===== src/verilog/ebwc_pkg.sv =====
// package for the external bus and wait controller
// Functional notes
// - Style bit 15: 0 per-byte write strobes, 1 byte enables plus shared write.
// - Strobe style drives per-lane write strobes, read strobe, bus clock, wait input.
// - Boot mode forces per-byte write strobe style regardless of style bit.
// - Byte-enable style outputs no bus clock.
// - Strobe style read: read strobe low, both write strobes high, valid lanes taken.
// - Strobe style write: only written lanes' write strobes go low with data.
// - Byte-enable style read: read strobe low, enables of read lanes low.
// - Byte-enable style write: shared write low, enables of written lanes low.
// - Wait cycles continue while the wait input is held low.
// - Every external cycle has at least one wait; shortest is two bus clocks; here T1 and one wait last one bus clock phase each, one bus clock in all.
// - Accepted hold request enters hold and drives hold grant low.
// - In hold all bus pins are released to high impedance.
// - Hold request returning high ends hold and resumes bus operation.
// - Single-chip mode: no target area, wait settings have no effect.
// - Software programs 1 to 4 internal wait cycles per area access.
// - Wait input sampled in last internal wait; low extends that wait.
// - Programmed waits come first, external waits added after.
// - Area 0 at 0x100000 in extension mode, 0x0 plus alias in processor mode.
// - Area 1 at 0x200000 with alias at 0x300000 in both external modes.
// - Chip selects driven only in extension and processor modes.
// - Wait field 00=4,01=3,10=2,11=1; area 0 bits 2-3, area 1 bits 6-7.
package ebwc_pkg;
  localparam logic [23:0] WAIT_COUNT_CONTROL_OFS = 24'h800180;
  localparam logic [23:0] BUS_STYLE_CONTROL_OFS  = 24'h800184;
  localparam logic [11:0] WAIT_COUNT_CONTROL_ADR = 12'h180;
  localparam logic [11:0] BUS_STYLE_CONTROL_ADR  = 12'h184;
  localparam int          STYLE_BIT              = 15;
  localparam int          AREA0_WTC_LSB          = 2;
  localparam int          AREA1_WTC_LSB          = 6;
  localparam logic [7:0]  WAIT_COUNT_RESET       = 8'h00;
  localparam logic [15:0] BUS_STYLE_RESET        = 16'h0000;
  localparam logic [11:0] AREA0_EXT_BASE         = 12'h001;
  localparam logic [11:0] AREA0_PROC_BASE        = 12'h000;
  localparam logic [11:0] AREA1_BASE             = 12'h002;
  localparam logic [11:0] AREA1_ALIAS            = 12'h003;
  localparam logic [1:0]  AXI_OKAY               = 2'h0;
  localparam logic [1:0]  AXI_SLVERR             = 2'h2;

  typedef enum logic [1:0] {
    EBWC_SINGLE = 2'h0,
    EBWC_EXTEND = 2'h1,
    EBWC_PROC   = 2'h2
  } ebwc_mode_t;

  typedef struct packed {
    logic        write;
    logic [31:0] addr;
    logic [15:0] wdata;
    logic [1:0]  lanes;
  } ebwc_req_t;

  typedef struct packed {
    logic [18:0] addr;
    logic [15:0] dout;
    logic        area0_select_n;
    logic        area1_select_n;
    logic        read_n;
    logic        upper_n;
    logic        lower_n;
    logic        clk_wr_n;
  } ebwc_pins_t;
endpackage : ebwc_pkg


===== src/verilog/ebwc_top.sv =====
// external bus controller with wait-state generation and hold arbitration
`timescale 1ns/100ps
module ebwc_top (
  // clock and reset
  input  wire logic               ref_clk_in,
  input  wire logic               rst_in,
  // operating mode straps
  input  wire ebwc_pkg::ebwc_mode_t mode_in,
  input  wire logic               boot_mode_in,
  // axi4-lite slave
  input  wire logic [11:0]        s_axi_awaddr_in,
  input  wire logic               s_axi_awvalid_in,
  output logic                    s_axi_awready_out,
  input  wire logic [31:0]        s_axi_wdata_in,
  input  wire logic [3:0]         s_axi_wstrb_in,
  input  wire logic               s_axi_wvalid_in,
  output logic                    s_axi_wready_out,
  output logic [1:0]              s_axi_bresp_out,
  output logic                    s_axi_bvalid_out,
  input  wire logic               s_axi_bready_in,
  input  wire logic [11:0]        s_axi_araddr_in,
  input  wire logic               s_axi_arvalid_in,
  output logic                    s_axi_arready_out,
  output logic [31:0]             s_axi_rdata_out,
  output logic [1:0]              s_axi_rresp_out,
  output logic                    s_axi_rvalid_out,
  input  wire logic               s_axi_rready_in,
  // cpu-side external access request
  input  wire logic               req_valid_in,
  input  wire ebwc_pkg::ebwc_req_t req_in,
  output logic                    req_ready_out,
  output logic                    rsp_valid_out,
  output logic [15:0]             rsp_rdata_out,
  // external bus pins
  output ebwc_pkg::ebwc_pins_t    pins_out,
  output logic                    pins_oe_n_out,
  output logic                    data_oe_n_out,
  input  wire logic [15:0]        data_in,
  input  wire logic               wait_n_in,
  input  wire logic               bus_hold_request_n_in,
  output logic                    bus_hold_grant_n_out
);
  //////////////////////////////////////////////////////////////////////////
  typedef enum logic [2:0] {
    ST_IDLE = 3'h0,
    ST_T1   = 3'h1,
    ST_WAIT = 3'h2,
    ST_DONE = 3'h3,
    ST_HOLD = 3'h4
  } ebwc_state_t;

  ebwc_state_t         state;
  logic [7:0]          wait_count_control;
  logic [15:0]         bus_style_control;
  logic                wait_n_s;
  logic                bus_hold_request_n_n_s;
  logic [2:0]          wcnt;
  logic                bclk;
  ebwc_pkg::ebwc_req_t cur;
  logic                cur_area0;
  logic                cur_area1;

  ebwc_sync #(.RESET_VAL(1'b1)) u_sync_wait (
    .ref_clk_in (ref_clk_in),
    .rst_in     (rst_in),
    .async_in   (wait_n_in),
    .sync_out   (wait_n_s)
  );

  ebwc_sync #(.RESET_VAL(1'b1)) u_sync_bus_hold_request_n (
    .ref_clk_in (ref_clk_in),
    .rst_in     (rst_in),
    .async_in   (bus_hold_request_n_in),
    .sync_out   (bus_hold_request_n_n_s)
  );

  //////////////////////////////////////////////////////////////////////////
  // register bus
  logic aw_hold, w_hold;
  logic [11:0] aw_addr;
  logic [31:0] w_data;
  logic [3:0]  w_strb;
  wire  wr_fire   = aw_hold & w_hold & ~s_axi_bvalid_out;
  wire  wr_wtc    = aw_addr == ebwc_pkg::WAIT_COUNT_CONTROL_ADR;
  wire  wr_bsc    = aw_addr == ebwc_pkg::BUS_STYLE_CONTROL_ADR;
  wire  rd_fire   = s_axi_arvalid_in & s_axi_arready_out;
  wire  rd_wtc    = s_axi_araddr_in == ebwc_pkg::WAIT_COUNT_CONTROL_ADR;
  wire  rd_bsc    = s_axi_araddr_in == ebwc_pkg::BUS_STYLE_CONTROL_ADR;
  wire [31:0] rd_val = rd_wtc ? {24'h000000, wait_count_control & 8'hCC}
                     : rd_bsc ? {16'h0000, bus_style_control & 16'h8000}
                     : 32'h00000000;

  always_ff @(posedge ref_clk_in) begin
    if (rst_in) begin
      aw_hold <= 1'b0;
      w_hold  <= 1'b0;
      aw_addr <= 12'h000;
      w_data  <= 32'h00000000;
      w_strb  <= 4'h0;
      s_axi_awready_out <= 1'b0;
      s_axi_wready_out  <= 1'b0;
      s_axi_bvalid_out  <= 1'b0;
      s_axi_bresp_out   <= ebwc_pkg::AXI_OKAY;
      wait_count_control <= ebwc_pkg::WAIT_COUNT_RESET;
      bus_style_control  <= ebwc_pkg::BUS_STYLE_RESET;
    end else begin
      s_axi_awready_out <= ~aw_hold & ~s_axi_awready_out & ~s_axi_bvalid_out;
      s_axi_wready_out  <= ~w_hold & ~s_axi_wready_out & ~s_axi_bvalid_out;
      if (s_axi_awvalid_in & s_axi_awready_out) begin
        aw_hold <= 1'b1;
        aw_addr <= s_axi_awaddr_in;
      end
      if (s_axi_wvalid_in & s_axi_wready_out) begin
        w_hold <= 1'b1;
        w_data <= s_axi_wdata_in;
        w_strb <= s_axi_wstrb_in;
      end
      if (wr_fire) begin
        aw_hold          <= 1'b0;
        w_hold           <= 1'b0;
        s_axi_bvalid_out <= 1'b1;
        s_axi_bresp_out  <= (wr_wtc | wr_bsc) ? ebwc_pkg::AXI_OKAY : ebwc_pkg::AXI_SLVERR;
        if (wr_wtc && w_strb[0]) begin
          wait_count_control <= w_data[7:0] & 8'hCC;
        end
        if (wr_bsc && w_strb[1]) begin
          bus_style_control <= {w_data[15], 15'h0000};
        end
      end else if (s_axi_bvalid_out && s_axi_bready_in) begin
        s_axi_bvalid_out <= 1'b0;
      end
    end
  end

  always_ff @(posedge ref_clk_in) begin
    if (rst_in) begin
      s_axi_arready_out <= 1'b0;
      s_axi_rvalid_out  <= 1'b0;
      s_axi_rdata_out   <= 32'h00000000;
      s_axi_rresp_out   <= ebwc_pkg::AXI_OKAY;
    end else begin
      s_axi_arready_out <= ~s_axi_arready_out & ~s_axi_rvalid_out & s_axi_arvalid_in;
      if (rd_fire) begin
        s_axi_rvalid_out <= 1'b1;
        s_axi_rdata_out  <= rd_val;
        s_axi_rresp_out  <= (rd_wtc | rd_bsc) ? ebwc_pkg::AXI_OKAY : ebwc_pkg::AXI_SLVERR;
      end else if (s_axi_rvalid_out && s_axi_rready_in) begin
        s_axi_rvalid_out <= 1'b0;
      end
    end
  end

  //////////////////////////////////////////////////////////////////////////
  // address decode and wait selection
  wire        ext_mode  = mode_in != ebwc_pkg::EBWC_SINGLE;
  wire [11:0] req_mb    = req_in.addr[31:20];
  wire        dec_area0 = ext_mode & ((req_mb == ebwc_pkg::AREA0_EXT_BASE)
                        | ((mode_in == ebwc_pkg::EBWC_PROC) & (req_mb == ebwc_pkg::AREA0_PROC_BASE)));
  wire        dec_area1 = ext_mode & ((req_mb == ebwc_pkg::AREA1_BASE)
                        | (req_mb == ebwc_pkg::AREA1_ALIAS));
  wire [1:0]  a0_field  = wait_count_control[ebwc_pkg::AREA0_WTC_LSB +: 2];
  wire [1:0]  a1_field  = wait_count_control[ebwc_pkg::AREA1_WTC_LSB +: 2];
  wire [2:0]  a0_waits  = 3'h4 - {1'b0, a0_field};
  wire [2:0]  a1_waits  = 3'h4 - {1'b0, a1_field};
  wire        style_be  = bus_style_control[ebwc_pkg::STYLE_BIT] & ~boot_mode_in;
  wire        last_wait = wcnt == 3'h1;
  wire        start     = req_valid_in & req_ready_out & (dec_area0 | dec_area1);
  wire        hold_go   = ~bus_hold_request_n_n_s & (state == ST_IDLE) & ~start;
  wire        rsp_now   = req_valid_in & req_ready_out & ~(dec_area0 | dec_area1);

  //////////////////////////////////////////////////////////////////////////
  // bus cycle sequencer, one state per bus clock phase
  always_ff @(posedge ref_clk_in) begin
    if (rst_in) begin
      state <= ST_IDLE;
      wcnt  <= 3'h0;
      cur   <= '0;
      cur_area0 <= 1'b0;
      cur_area1 <= 1'b0;
      req_ready_out <= 1'b0;
      rsp_valid_out <= 1'b0;
      rsp_rdata_out <= 16'h0000;
      bus_hold_grant_n_out <= 1'b1;
    end else begin
      rsp_valid_out <= 1'b0;
      req_ready_out <= 1'b0;
      unique case (state)
        ST_IDLE: begin
          req_ready_out <= ~req_ready_out & bus_hold_request_n_n_s;
          if (start) begin
            state <= ST_T1;
            cur   <= req_in;
            cur_area0 <= dec_area0;
            cur_area1 <= dec_area1;
            wcnt  <= dec_area0 ? a0_waits : a1_waits;
          end else if (rsp_now) begin
            rsp_valid_out <= 1'b1;
            rsp_rdata_out <= 16'h0000;
          end else if (hold_go) begin
            state <= ST_HOLD;
            bus_hold_grant_n_out <= 1'b0;
            req_ready_out <= 1'b0;
          end
        end
        ST_T1: begin
          state <= ST_WAIT;
        end
        ST_WAIT: begin
          if (!last_wait) begin
            wcnt <= wcnt - 3'h1;
          end else if (wait_n_s) begin
            state <= ST_DONE;
          end
        end
        ST_DONE: begin
          state <= ST_IDLE;
          rsp_valid_out <= 1'b1;
          rsp_rdata_out <= cur.write ? 16'h0000
                         : {cur.lanes[1] ? data_in[15:8] : 8'h00,
                            cur.lanes[0] ? data_in[7:0]  : 8'h00};
        end
        ST_HOLD: begin
          if (bus_hold_request_n_n_s) begin
            state <= ST_IDLE;
            bus_hold_grant_n_out <= 1'b1;
          end
        end
        default: state <= ST_IDLE;
      endcase
    end
  end

  //////////////////////////////////////////////////////////////////////////
  // pin drivers, registered
  wire active  = (state == ST_T1) | (state == ST_WAIT);
  wire rd_cyc  = active & ~cur.write;
  wire wr_cyc  = active & cur.write & (state == ST_WAIT);

  always_ff @(posedge ref_clk_in) begin
    if (rst_in) begin
      bclk          <= 1'b0;
      pins_out      <= '1;
      pins_oe_n_out <= 1'b0;
      data_oe_n_out <= 1'b1;
    end else begin
      bclk <= ~bclk;
      pins_out.addr           <= cur.addr[19:1];
      pins_out.dout           <= cur.wdata;
      pins_out.area0_select_n <= ~(active & cur_area0);
      pins_out.area1_select_n <= ~(active & cur_area1);
      pins_out.read_n         <= ~rd_cyc;
      if (style_be) begin
        pins_out.upper_n  <= ~(active & cur.lanes[1]);
        pins_out.lower_n  <= ~(active & cur.lanes[0]);
        pins_out.clk_wr_n <= ~wr_cyc;
      end else begin
        pins_out.upper_n  <= ~(wr_cyc & cur.lanes[1]);
        pins_out.lower_n  <= ~(wr_cyc & cur.lanes[0]);
        pins_out.clk_wr_n <= bclk;
      end
      pins_oe_n_out <= (state == ST_HOLD) | hold_go;
      data_oe_n_out <= ~(active & cur.write) | (state == ST_HOLD);
    end
  end

  //////////////////////////////////////////////////////////////////////////
  AST_GRANT_IN_HOLD: assert property (@(posedge ref_clk_in) disable iff (rst_in)
    (state == ST_HOLD) |-> !bus_hold_grant_n_out)
    else $error("hold grant not low in hold");
  AST_HOLD_TRISTATE: assert property (@(posedge ref_clk_in) disable iff (rst_in)
    (state == ST_HOLD) |-> pins_oe_n_out && data_oe_n_out)
    else $error("pins driven during hold");
  AST_HOLD_EXIT: assert property (@(posedge ref_clk_in) disable iff (rst_in)
    (state == ST_HOLD && bus_hold_request_n_n_s) |=> state == ST_IDLE && bus_hold_grant_n_out)
    else $error("hold not left on release");
  AST_MIN_WAIT: assert property (@(posedge ref_clk_in) disable iff (rst_in)
    (state == ST_T1) |=> state == ST_WAIT)
    else $error("cycle without wait");
  AST_WAIT_EXTEND: assert property (@(posedge ref_clk_in) disable iff (rst_in)
    (state == ST_WAIT && last_wait && !wait_n_s) |=> state == ST_WAIT)
    else $error("wait input ignored");
  AST_SOFT_FIRST: assert property (@(posedge ref_clk_in) disable iff (rst_in)
    (state == ST_WAIT && !last_wait) |=> state == ST_WAIT && wcnt == $past(wcnt) - 3'h1)
    else $error("programmed waits skipped");
  AST_NO_SINGLE: assert property (@(posedge ref_clk_in) disable iff (rst_in)
    (mode_in == ebwc_pkg::EBWC_SINGLE && state == ST_IDLE) |=> state != ST_T1)
    else $error("external cycle in single-chip mode");
  AST_READ_STROBES: assert property (@(posedge ref_clk_in) disable iff (rst_in)
    (rd_cyc && !style_be) |=> pins_out.upper_n && pins_out.lower_n && !pins_out.read_n)
    else $error("write strobe during read");
  AST_WAIT_LOAD: assert property (@(posedge ref_clk_in) disable iff (rst_in)
    (start && dec_area0) |=> wcnt == 3'h4 - {1'b0, $past(a0_field)})
    else $error("wrong wait count");
endmodule : ebwc_top


===== src/verilog/ebwc_sync.sv =====
// two-flop synchroniser for pin inputs
`timescale 1ns/100ps
module ebwc_sync #(
  parameter logic RESET_VAL = 1'b1
) (
  // clock and reset
  input  wire logic ref_clk_in,
  input  wire logic rst_in,
  // async level and its synchronised copy
  input  wire logic async_in,
  output logic      sync_out
);
  logic stage1;

  always_ff @(posedge ref_clk_in) begin
    if (rst_in) begin
      stage1   <= RESET_VAL;
      sync_out <= RESET_VAL;
    end else begin
      stage1   <= async_in;
      sync_out <= stage1;
    end
  end
endmodule : ebwc_sync


===== config.mk =====
export PLATFORM = sky130hd
export DESIGN_NAME = ebwc_top
export DESIGN_NICKNAME = d
export VERILOG_FILES = /design/src/verilog/ebwc_pkg.sv /design/src/verilog/ebwc_top.sv /design/src/verilog/ebwc_sync.sv
export SDC_FILE = /design/constraint.sdc
export NUM_CORES = 1
export LEC_CHECK = 0
export BUFFER_PORTS_ARGS = -buffer_cell sky130_fd_sc_hd__buf_4
export CELL_PAD_IN_SITES_DETAIL_PLACEMENT = 1
export CELL_PAD_IN_SITES_GLOBAL_PLACEMENT = 2
export CORE_MARGIN = 2
export CORE_UTILIZATION = 24
export DETAILED_ROUTE_END_ITERATION = 12
export PLACE_DENSITY_LB_ADDON = 0.1
export SLEW_MARGIN = 20
export SYNTH_ARGS = -nofsm -noshare
export SYNTH_HDL_FRONTEND = slang
export SYNTH_SLANG_ARGS = --single-unit
export TNS_END_PERCENT = 50

===== constraint.sdc =====
create_clock -name ref_clk_in -period 2.2 [get_ports ref_clk_in]
set_clock_uncertainty 0.05 [all_clocks]
set_input_delay 0.11 -clock ref_clk_in [delete_from_list [all_inputs] [get_ports ref_clk_in]]
set_output_delay 0.11 -clock ref_clk_in [all_outputs]
set_load 0.01 [all_outputs]

==> flow_summary.ini, run 1 <==
[power_and_ir_drop]
p_comb_share_pct = 8.8
power_density_nw_per_um2 = 762.9
ir_drop_v = 0.0003927
pwr-share-seq_pct = 44.2
p_switching_uw = 1481
p_leak_uw = 0.003483
swShare_pct = 22.96
clock_power_share_pct = 47.1
p_int_uw = 4970

[die]
row_count = 54
dieArea_um2 = 23670
io-pin-count = 243
die_x_um = 153.8
core_um2 = 21960
initial_core_util_pct = 24.54
die_h_um = 153.8

[sta]
setup_viol = 0
hold_viol = 0
fmax_mhz = 508.8
layout_setup_ws_ns = 0.2347
hold_slack_ns = 0.03919
drv_slew = 0
worst_pin_slew_ns = 0.6370
period_needed_ns = 1.965
fin_crit_sh_pct = 89.33
slew_headroom_pct = 57.20
rsz0062_at_grt = no

[grt]
antenna_found_initial = 0
grt_max_degree = 49
grt_pass1_vias = 5090
grt_pass1_wl_um = 25430
grt_overflow = 0
gr-usage-all-layers_pct = 13.32

[clock_tree]
h-tree-depth = 4
cts_setup_buffers = 0
clockRootBuffer = clkbuf_16
clock_sinks = 151
cts_max_path_buffers = 2
tritoncts = yes
cts.reportedPaths.clkPinSlew_ns = 0.07
clock_latency_ns = 0.41
cts_made_buffers = 17

[logic_synthesis]
ys_ff_latch = 151
syn_area_um2 = 5389
yosysTopAreaCell = dfxtp_1
yosys_most_used_dff = dfxtp_1
yosysWarnings = 0
synth.area.top_cells = dfxtp_1, nand2_1, a21oi_1, or2_2, buf_4
synth_edf_count = 0
yosysUniqueCellTypes = 44
postSynthAreaPerCell_um2 = 9.196
ys_async_sr_fraction_pct = 0
ys_seq_area_share_pct = 56.09
netlist.area_leader.share_pct = 56.09
synthCells = 586

[placed_design]
place_congestion = 0.6994
place_ws_ns = -0.2144
dp.final_hpwl_um = 10780
port_buffers = 183

[route]
drt_iter0_markers = 136
drt-total-wl_um = 15680
vias = 4863
drt-pass1-iter-count = 4
drc = 0
vias_per_cell = 4.255
wl_per_cell_um = 13.72
antenna_left = 0

[setup_path]
worstPathCellList = buf_4, or4_4, nor4_4, nor3b_4, mux2i_1, ha_1, nor2_1, a2111oi_1
ff2ff_path_depth = 4
cp_max_fo = 3
crit_path_top_delay_cell = or4_4
endpoint_kind = flop
cp.arrival_ns = 2.22
worstPathRequired_ns = 2.45
critPathKind = in -> reg
critPathLaunchType = input port
slowest_delay_ns = 0.55

[hold_path]
hold_class = in -> reg
whs_path_depth = 2

[layout]
antenna_cells = 0
fillers = 2486
drive_gt1_share_pct = 31.40
synthToLayoutAreaGrowth_pct = 56.93
fin_nets = 994

[outcome]
status = completed

[job]
maxCapViolations = 0
## per-stage QoR
stage	util [%]	total power [uW]	instance area (um^2)	instances	TNS, ns
2_1_floorplan	-	3116	5494	614	-0.01230
3_3_place_gp	31.72	3353	6965	1024	-0.2847
3_5_place_dp	31.72	3361	6965	1024	-0.3587
4_1_cts	38.51	6568	8456	1143	0
5_1_grt	38.51	6745	8457	1143	0
6_report	38.51	6452	8457	1143	0
## path summary, 6_finish.rpt
check | from | endpoint | slack (ns)
worst max-delay path | req_in[43] | wcnt[2] | 0.23
worst min register to register | cur_area1 | pins_out[4] | 0.33
worst min-delay path | rst_in | bclk | 0.04
worst max register to register | state[0] | rsp_rdata_out[10] | 0.45
## power by group through the flow
stage	Combinational [uW]	Clock (uW)	Sequential [uW]
after detailed placement	449	0	2910
final	567	3040	2850
after global routing	622	3270	2860
after CTS	574	3140	2850
after floorplan	198	0	2920
after global placement	443	0	2910
## sequential cells by signal, indices dropped and copies added (netlist names), 2 cells and up
| name | cells |
|---|---|
| aw_addr | 12 |
| wait_count_control | 4 |
| state | 3 |
| w_data | 5 |
| pins_out | 41 |
| wcnt | 3 |
| w_strb | 2 |
| rsp_rdata_out | 16 |
| cur | 38 |
| s_axi_rdata_out | 5 |
## cell type report
cell class	instances	area, um^2	area share, %
multi-input cells	398	2107	24.91
clock inverters	13	170.2	2.012
flip-flops and latches	151	3023	35.74
well taps	280	350.3	4.143
clock buffers	18	439.2	5.193
inverters	4	15.01	0.1775
repair buffers	279	2352	27.81
## worst max-delay path, delay by kind of cell
kind	cells	cell delay (ns)
AO/OA/AOI/OAI	1	0.30
adder cells (fa/ha/maj)	1	0.18
buffers and inverters	1	0.11
multiplexers	1	0.27
AND/OR/NAND/NOR	4	1.25
## logic make-up after synthesis
group | Yosys count | share of synthesized area [%]
AND/OR/NAND/NOR | 255 | 23.40
flip-flops | 151 | 56.09
AO/OA/AOI/OAI | 103 | 11.40
buffers and inverters | 65 | 6.872
multiplexers | 7 | 1.300
adder cells (fa/ha/maj) | 3 | 0.6966
other | 1 | 0.06959
XOR/XNOR | 1 | 0.1626
## metal layers
layer  global-route usage, %  share of wire (%)
met5                       0                  0
met4                   3.382                1.0
met3                   3.579                4.1
met2                   23.68                 50
met1                   15.94                 45
## timing repair
action | in CTS | in global routing
setup endpoints to repair | 0 | 1
hold endpoints to repair | 82 | 0
hold buffers | 88 | 0
resized for setup | 0 | 1
## synth_stat cells, drive strengths merged, types with 2 or more instances
master and count:
inv 4, nor3 6, nand4 2, nor2 24, a21oi 72, nor4 5, ha 3, nor3b 5
and3b 3, nand3b 2, or4 2, and3 2, mux2i 7, buf 39, or2 40, nand2 132
nand3 12, a22o 16, clkbuf 22, nor2b 5, nand2b 4, nor4b 5, dfxtp 151, a211oi 2
and2 4, o21ai 7
## cells in the final DEF (no fill, tap or decap), types with 2 or more instances in the layout
cell and instances:
nand2b_1 4, or2_2 40, inv_1 4, nor2b_1 5, conb_1 29, nor4b_1 5
nor3_1 6, dlygate4sd3_1 88, clkinvlp_4 6, nor3b_1 4, a21oi_1 72, nor2_1 24
and3b_1 3, ha_1 3, dfxtp_1 151, nand2_1 131, inv_6 4, and3_1 2
nand4_1 2, buf_4 188, and2_1 4, buf_12 3, nand3_1 11, clkbuf_16 17
bufinv_16 3, nand3b_1 2, a22o_1 16, nor4_1 3, mux2i_1 7, o21ai_0 7
or4_4 2
Note: power is estimated with default switching activity, not from simulation.
==> inputs of run 2 (changes only) <==
ABC_AREA = 1   (was unset)
CORE_UTILIZATION = 23   (was 24)
==> flow_summary.ini, run 2 <==
[outcome]
status = completed

[route]
vias = 5207
antenna_left = 0
drt_iter0_markers = 223
drt-pass1-iter-count = 4
drt-total-wl_um = 16730
drc = 0
vias_per_cell = 4.049
wl_per_cell_um = 13.01

[logic_synthesis]
ys_async_sr_fraction_pct = 0
yosysTopAreaCell = dfxtp_1
postSynthAreaPerCell_um2 = 8.223
yosysUniqueCellTypes = 31
synthCells = 685
synth.area.top_cells = dfxtp_1, nand2_1, o21ai_0, a21oi_1, inv_1
ys_top_cells_by_count = dfxtp_1, nand2_1, inv_1
syn_area_um2 = 5633
synth_most_common_cell = dfxtp_1
yosysWarnings = 0
ys_seq_area_share_pct = 53.67
netlist.area_leader.share_pct = 53.67
ys_ff_latch = 151
yosys_most_used_dff = dfxtp_1
synth_edf_count = 0

[die]
die_x_um = 160.5
dieArea_um2 = 25760
row_count = 57
initial_core_util_pct = 23.30
die_h_um = 160.5
io-pin-count = 243
core_um2 = 24180

[layout]
largest_register_ffs = 41
largest_register = pins_out
fillers = 2882
synthToLayoutAreaGrowth_pct = 53.24
layout.cells.most_common = buf_4
drive_gt1_share_pct = 27.23
layout_common_cells = buf_4, dfxtp_1, nand2_1
regArea_um2 = 3023
multiInputGateArea_um2 = 2037
fin_nets = 1092
reg_top3 = pins_out x41, cur x38, rsp_rdata_out x16
antenna_cells = 0

[power_and_ir_drop]
ir_drop_v = 0.0003037
finalPower_uw = 6395
power_density_nw_per_um2 = 740.9
p_leak_uw = 0.003811

[clock_tree]
cts_setup_buffers = 0
cts_max_path_buffers = 2
clockRootBuffer = clkbuf_16
cts_resized = 0
cts.reportedPaths.clkPinSlew_ns = 0.07
clock_latency_ns = 0.42
cts_hold_buf = 80
h-tree-depth = 4
clock_sinks = 151
cts_made_buffers = 17
tritoncts = yes

[grt]
gr-usage-all-layers_pct = 13.33
antenna_found_initial = 0
grt_overflow = 0
grt_max_degree = 38
grt_pass1_vias = 5486
grt_pass1_wl_um = 27550

[sta]
fin_crit_sh_pct = 88.26
drv_slew = 0
worst_pin_slew_ns = 0.7926
fmax_mhz = 515.0
period_needed_ns = 1.942
rsz0062_at_grt = no
slew_headroom_pct = 47.14
hold_viol = 0
finalSetupTns_ns = 0
setup_viol = 0

[placed_design]
place_congestion = 0.7255
dp.final_hpwl_um = 11860
port_buffers = 183

[setup_path]
worstPathRequired_ns = 2.46
cp.arrival_ns = 2.20
cp_max_fo = 31
critPathKind = reg -> reg
endpoint_kind = flop
critPathLaunchType = flop

[hold_path]
hold_class = in -> reg

[job]
maxCapViolations = 0
-- run 2: per-layer routing --
layer	GRT usage (%)	routed length, um	vias up
met2	23.49	8364	138
met5	0	0	-
met3	3.977	1019	13
met1	15.59	7180	2414
met4	4.013	163	0
li1	-	-	2642
-- run 2: through the flow --
| stage | cell area, um^2 | setup WS [ns] | cells | utilization [%] | hold slack [ns] |
|---|---|---|---|---|---|
| floorplan | 5738 | 0.7643 | 713 | - | 0.1638 |
| global placement | 7229 | 0.2854 | 1174 | 29.90 | 0.2454 |
| detailed placement | 7229 | 0.2047 | 1174 | 29.90 | 0.2548 |
| CTS | 8632 | 0.2196 | 1286 | 35.70 | 0.05370 |
| global route | 8632 | 0.02700 | 1286 | 35.70 | 0.08237 |
| finish | 8632 | 0.2582 | 1286 | 35.70 | 0.05848 |
-- run 2: power breakdown --
part	internal (uW)	total, uW	switching (uW)
registers	2820	2850	36.6
clock network	1530	2920	1380
logic	343	624	280
total	4690	6400	1700
-- run 2: layout make-up --
class	instances	area share [%]
multi-input combinational	425	23.60
timing repair buffer	272	26.12
sequential	151	35.02
inverter	82	3.595
tap	324	4.696
clock inverter	15	2.044
clock buffer	17	4.928
-- run 2: worst max-delay path, stage by stage, from the launching register on --
cell and delay [ns]:
dfxtp_1 0.34, nor2_4 0.15, nand2_4 0.09, nor2_8 0.13, o2111ai_4 0.42, buf_4 0.39
o21ai_0 0.19, a21oi_1 0.06
-- run 2: path summary, 6_finish.rpt --
path                 startpoint             endpoint  slack [ns]  cells past startpoint
max                    state[0]              cur[16]        0.26                      7
min          s_axi_araddr_in[0]  s_axi_rdata_out[15]        0.06                      6
max reg2reg            state[0]              cur[16]        0.26                      7
min reg2reg              cur[2]          pins_out[6]        0.37                      2
-- run 2: cell families after synthesis --
| group | count (synthesis) | share of synthesized area [%] |
|---|---|---|
| AO/OA/AOI/OAI | 146 | 14.39 |
| buffers and inverters | 137 | 12.04 |
| other | 1 | 0.06657 |
| flip-flops | 151 | 53.67 |
| AND/OR/NAND/NOR | 246 | 19.01 |
| XOR/XNOR | 1 | 0.1555 |
| adder cells (fa/ha/maj) | 3 | 0.6664 |
==> inputs of run 3 (changes only) <==
SYNTH_HIERARCHICAL = 1   (was unset)
==> flow_summary.ini, run 3 <==
[power_and_ir_drop]
power_density_nw_per_um2 = 756.4
pwr-share-seq_pct = 44.1
p_int_uw = 4884
p_leak_uw = 0.003845
p_switching_uw = 1597
p_comb_share_pct = 9.5
clock_power_share_pct = 46.4
ir_drop_v = 0.0003657
finalPower_uw = 6481
swShare_pct = 24.64

[clock_tree]
h-tree-depth = 4
cts.reportedPaths.clkPinSlew_ns = 0.06
clockRootBuffer = clkbuf_16
clock_sinks = 151
tritoncts = yes
cts_max_path_buffers = 2
clock_latency_ns = 0.42
cts_made_buffers = 17

[logic_synthesis]
synth.area.top_cells = dfxtp_1, nand2_1, o21ai_0, a21oi_1, inv_1
ys_top_cells_by_count = dfxtp_1, nand2_1, inv_1
postSynthAreaPerCell_um2 = 8.061
ys_async_sr_fraction_pct = 0
ys_seq_area_share_pct = 54.11
synth_edf_count = 0
syn_area_um2 = 5587
yosysWarnings = 6
yosysTopAreaCell = dfxtp_1
netlist.area_leader.share_pct = 54.11
synthCells = 693
synth_most_common_cell = dfxtp_1
yosys_most_used_dff = dfxtp_1
yosysUniqueCellTypes = 31
ys_ff_latch = 151

[sta]
worst_pin_slew_ns = 0.5775
drv_slew = 0
hold_viol = 0
rsz0062_at_grt = no
period_needed_ns = 1.636
fin_crit_sh_pct = 74.36
fmax_mhz = 611.3
slew_headroom_pct = 61.36
finalSetupTns_ns = 0
layout_setup_ws_ns = 0.5640
setup_viol = 0

[layout]
synthToLayoutAreaGrowth_pct = 53.37
fillers = 2901
fin_nets = 1095
largest_register = pins_out
antenna_cells = 0
largest_register_ffs = 41
layout.cells.most_common = buf_4
layout_common_cells = buf_4, dfxtp_1, nand2_1
drive_gt1_share_pct = 24.35
reg_top3 = pins_out x41, cur x38, rsp_rdata_out x16

[placed_design]
place_ws_ns = 0.5072
port_buffers = 183
place_congestion = 0.7438
dp.final_hpwl_um = 11340

[die]
initial_core_util_pct = 23.18
core_um2 = 24110
die_x_um = 159.9
die_h_um = 159.9
row_count = 57
dieArea_um2 = 25550
io-pin-count = 243

[setup_path]
worstPathRequired_ns = 2.46
reg2reg_slack_ns = 0.56
ff2ff_path_depth = 6
cp_max_fo = 8
critPathLaunchType = flop
endpoint_kind = flop
cp.arrival_ns = 1.89
critPathKind = reg -> reg

[outcome]
status = completed

[hold_path]
hold_class = in -> reg
whs_path_depth = 3

[route]
met3_length_um = 657
antenna_left = 0
wl_per_cell_um = 12.43
drt-total-wl_um = 16020
vias = 5154
met1_length_um = 7099
drt-pass1-iter-count = 4
wl_met2_um = 8047
vias_per_cell = 3.998
top_layer_used = met4
drc = 0
drt_iter0_markers = 211

[grt]
grt_pass1_vias = 5501
antenna_found_initial = 0
grt_pass1_wl_um = 26540
grt_max_degree = 84
grt_overflow = 0
gr-usage-all-layers_pct = 12.79

[job]
maxCapViolations = 0
==> run 3: cell count changes after synthesis, moves of 2 or more <==
cell / delta
clkbuf_1: -4
buf_2: +2
nand4_1: -3
nand3_1: +4
a21oi_1: +6
nand2_2: -10
inv_1: +7
or2_2: -4
a21oi_2: -8
nor2_1: +3
nand2_1: +14
==> run 3: worst max-delay path: stages (launching register included) <==
cell     delay (ns)
dfxtp_1        0.31
nor2_1         0.14
nand3_1        0.08
nor3_1         0.33
nand3_1        0.33
nor2_1         0.22
nor2_1         0.06
==> run 3: cell type report <==
cell class,count,area [um^2],area share [%]
clock buffers,17,425.4,4.965
clock inverters,15,183.9,2.147
well taps,324,405.4,4.731
multi-input cells,427,1974,23.04
flip-flops and latches,151,3023,35.28
repair buffers,266,2220,25.91
inverters,89,336.6,3.928
==> run 3: path summary, 6_finish.rpt <==
check                                         from                    end
worst max-delay path                    aw_addr[0]  wait_count_control[3]
worst min-delay path               s_axi_wvalid_in                 w_hold
worst max register to register          aw_addr[0]  wait_count_control[3]
worst min register to register  u_sync_wait/stage1   u_sync_wait/sync_out
==> run 3: repair_timing <==
action | CTS | global route
gates resized for setup | 0 | 0
buffers inserted | 0 | 0
hold buffers | 79 | 0
hold endpoints to repair | 79 | 0
==> run 3: routing by layer <==
metal | GRT usage (%) | vias to the layer above
li1 | - | 2649
met1 | 15.09 | 2368
met2 | 22.92 | 120
met3 | 2.857 | 17
met4 | 4.300 | 0
met5 | 0 | -
==> run 3: through the flow <==
step                      instance area, um^2  utilization, %  instances  hold WS (ns)
after floorplan                          5692               -        721        0.1518
final                                    8568           35.54       1289       0.09290
after global placement                   7168           29.74       1178        0.2448
after CTS                                8568           35.54       1289       0.08743
after detailed placement                 7168           29.74       1178        0.2483
after global routing                     8568           35.54       1289        0.1116
==> run 3: cell families (layout without fill, tap and decap cells) <==
kind of cell | after synthesis | count (layout) | synth area share [%]
AND/OR/NAND/NOR | 248 | 248 | 18.54
other | 1 | 29 | 0.06712
XOR/XNOR | 1 | 1 | 0.1568
adder cells (fa/ha/maj) | 3 | 3 | 0.6720
AO/OA/AOI/OAI | 146 | 146 | 14.02
flip-flops | 151 | 151 | 54.11
buffers and inverters | 143 | 387 | 12.43
==> run 3: power by group through the flow <==
stage / Sequential [uW] / Combinational [uW] / Clock [uW]
6_report: 2860 / 615 / 3010
5_1_grt: 2860 / 684 / 3250
4_1_cts: 2860 / 623 / 3140
3_5_place_dp: 2920 / 505 / 0
3_3_place_gp: 2920 / 499 / 0
2_1_floorplan: 2940 / 233 / 0
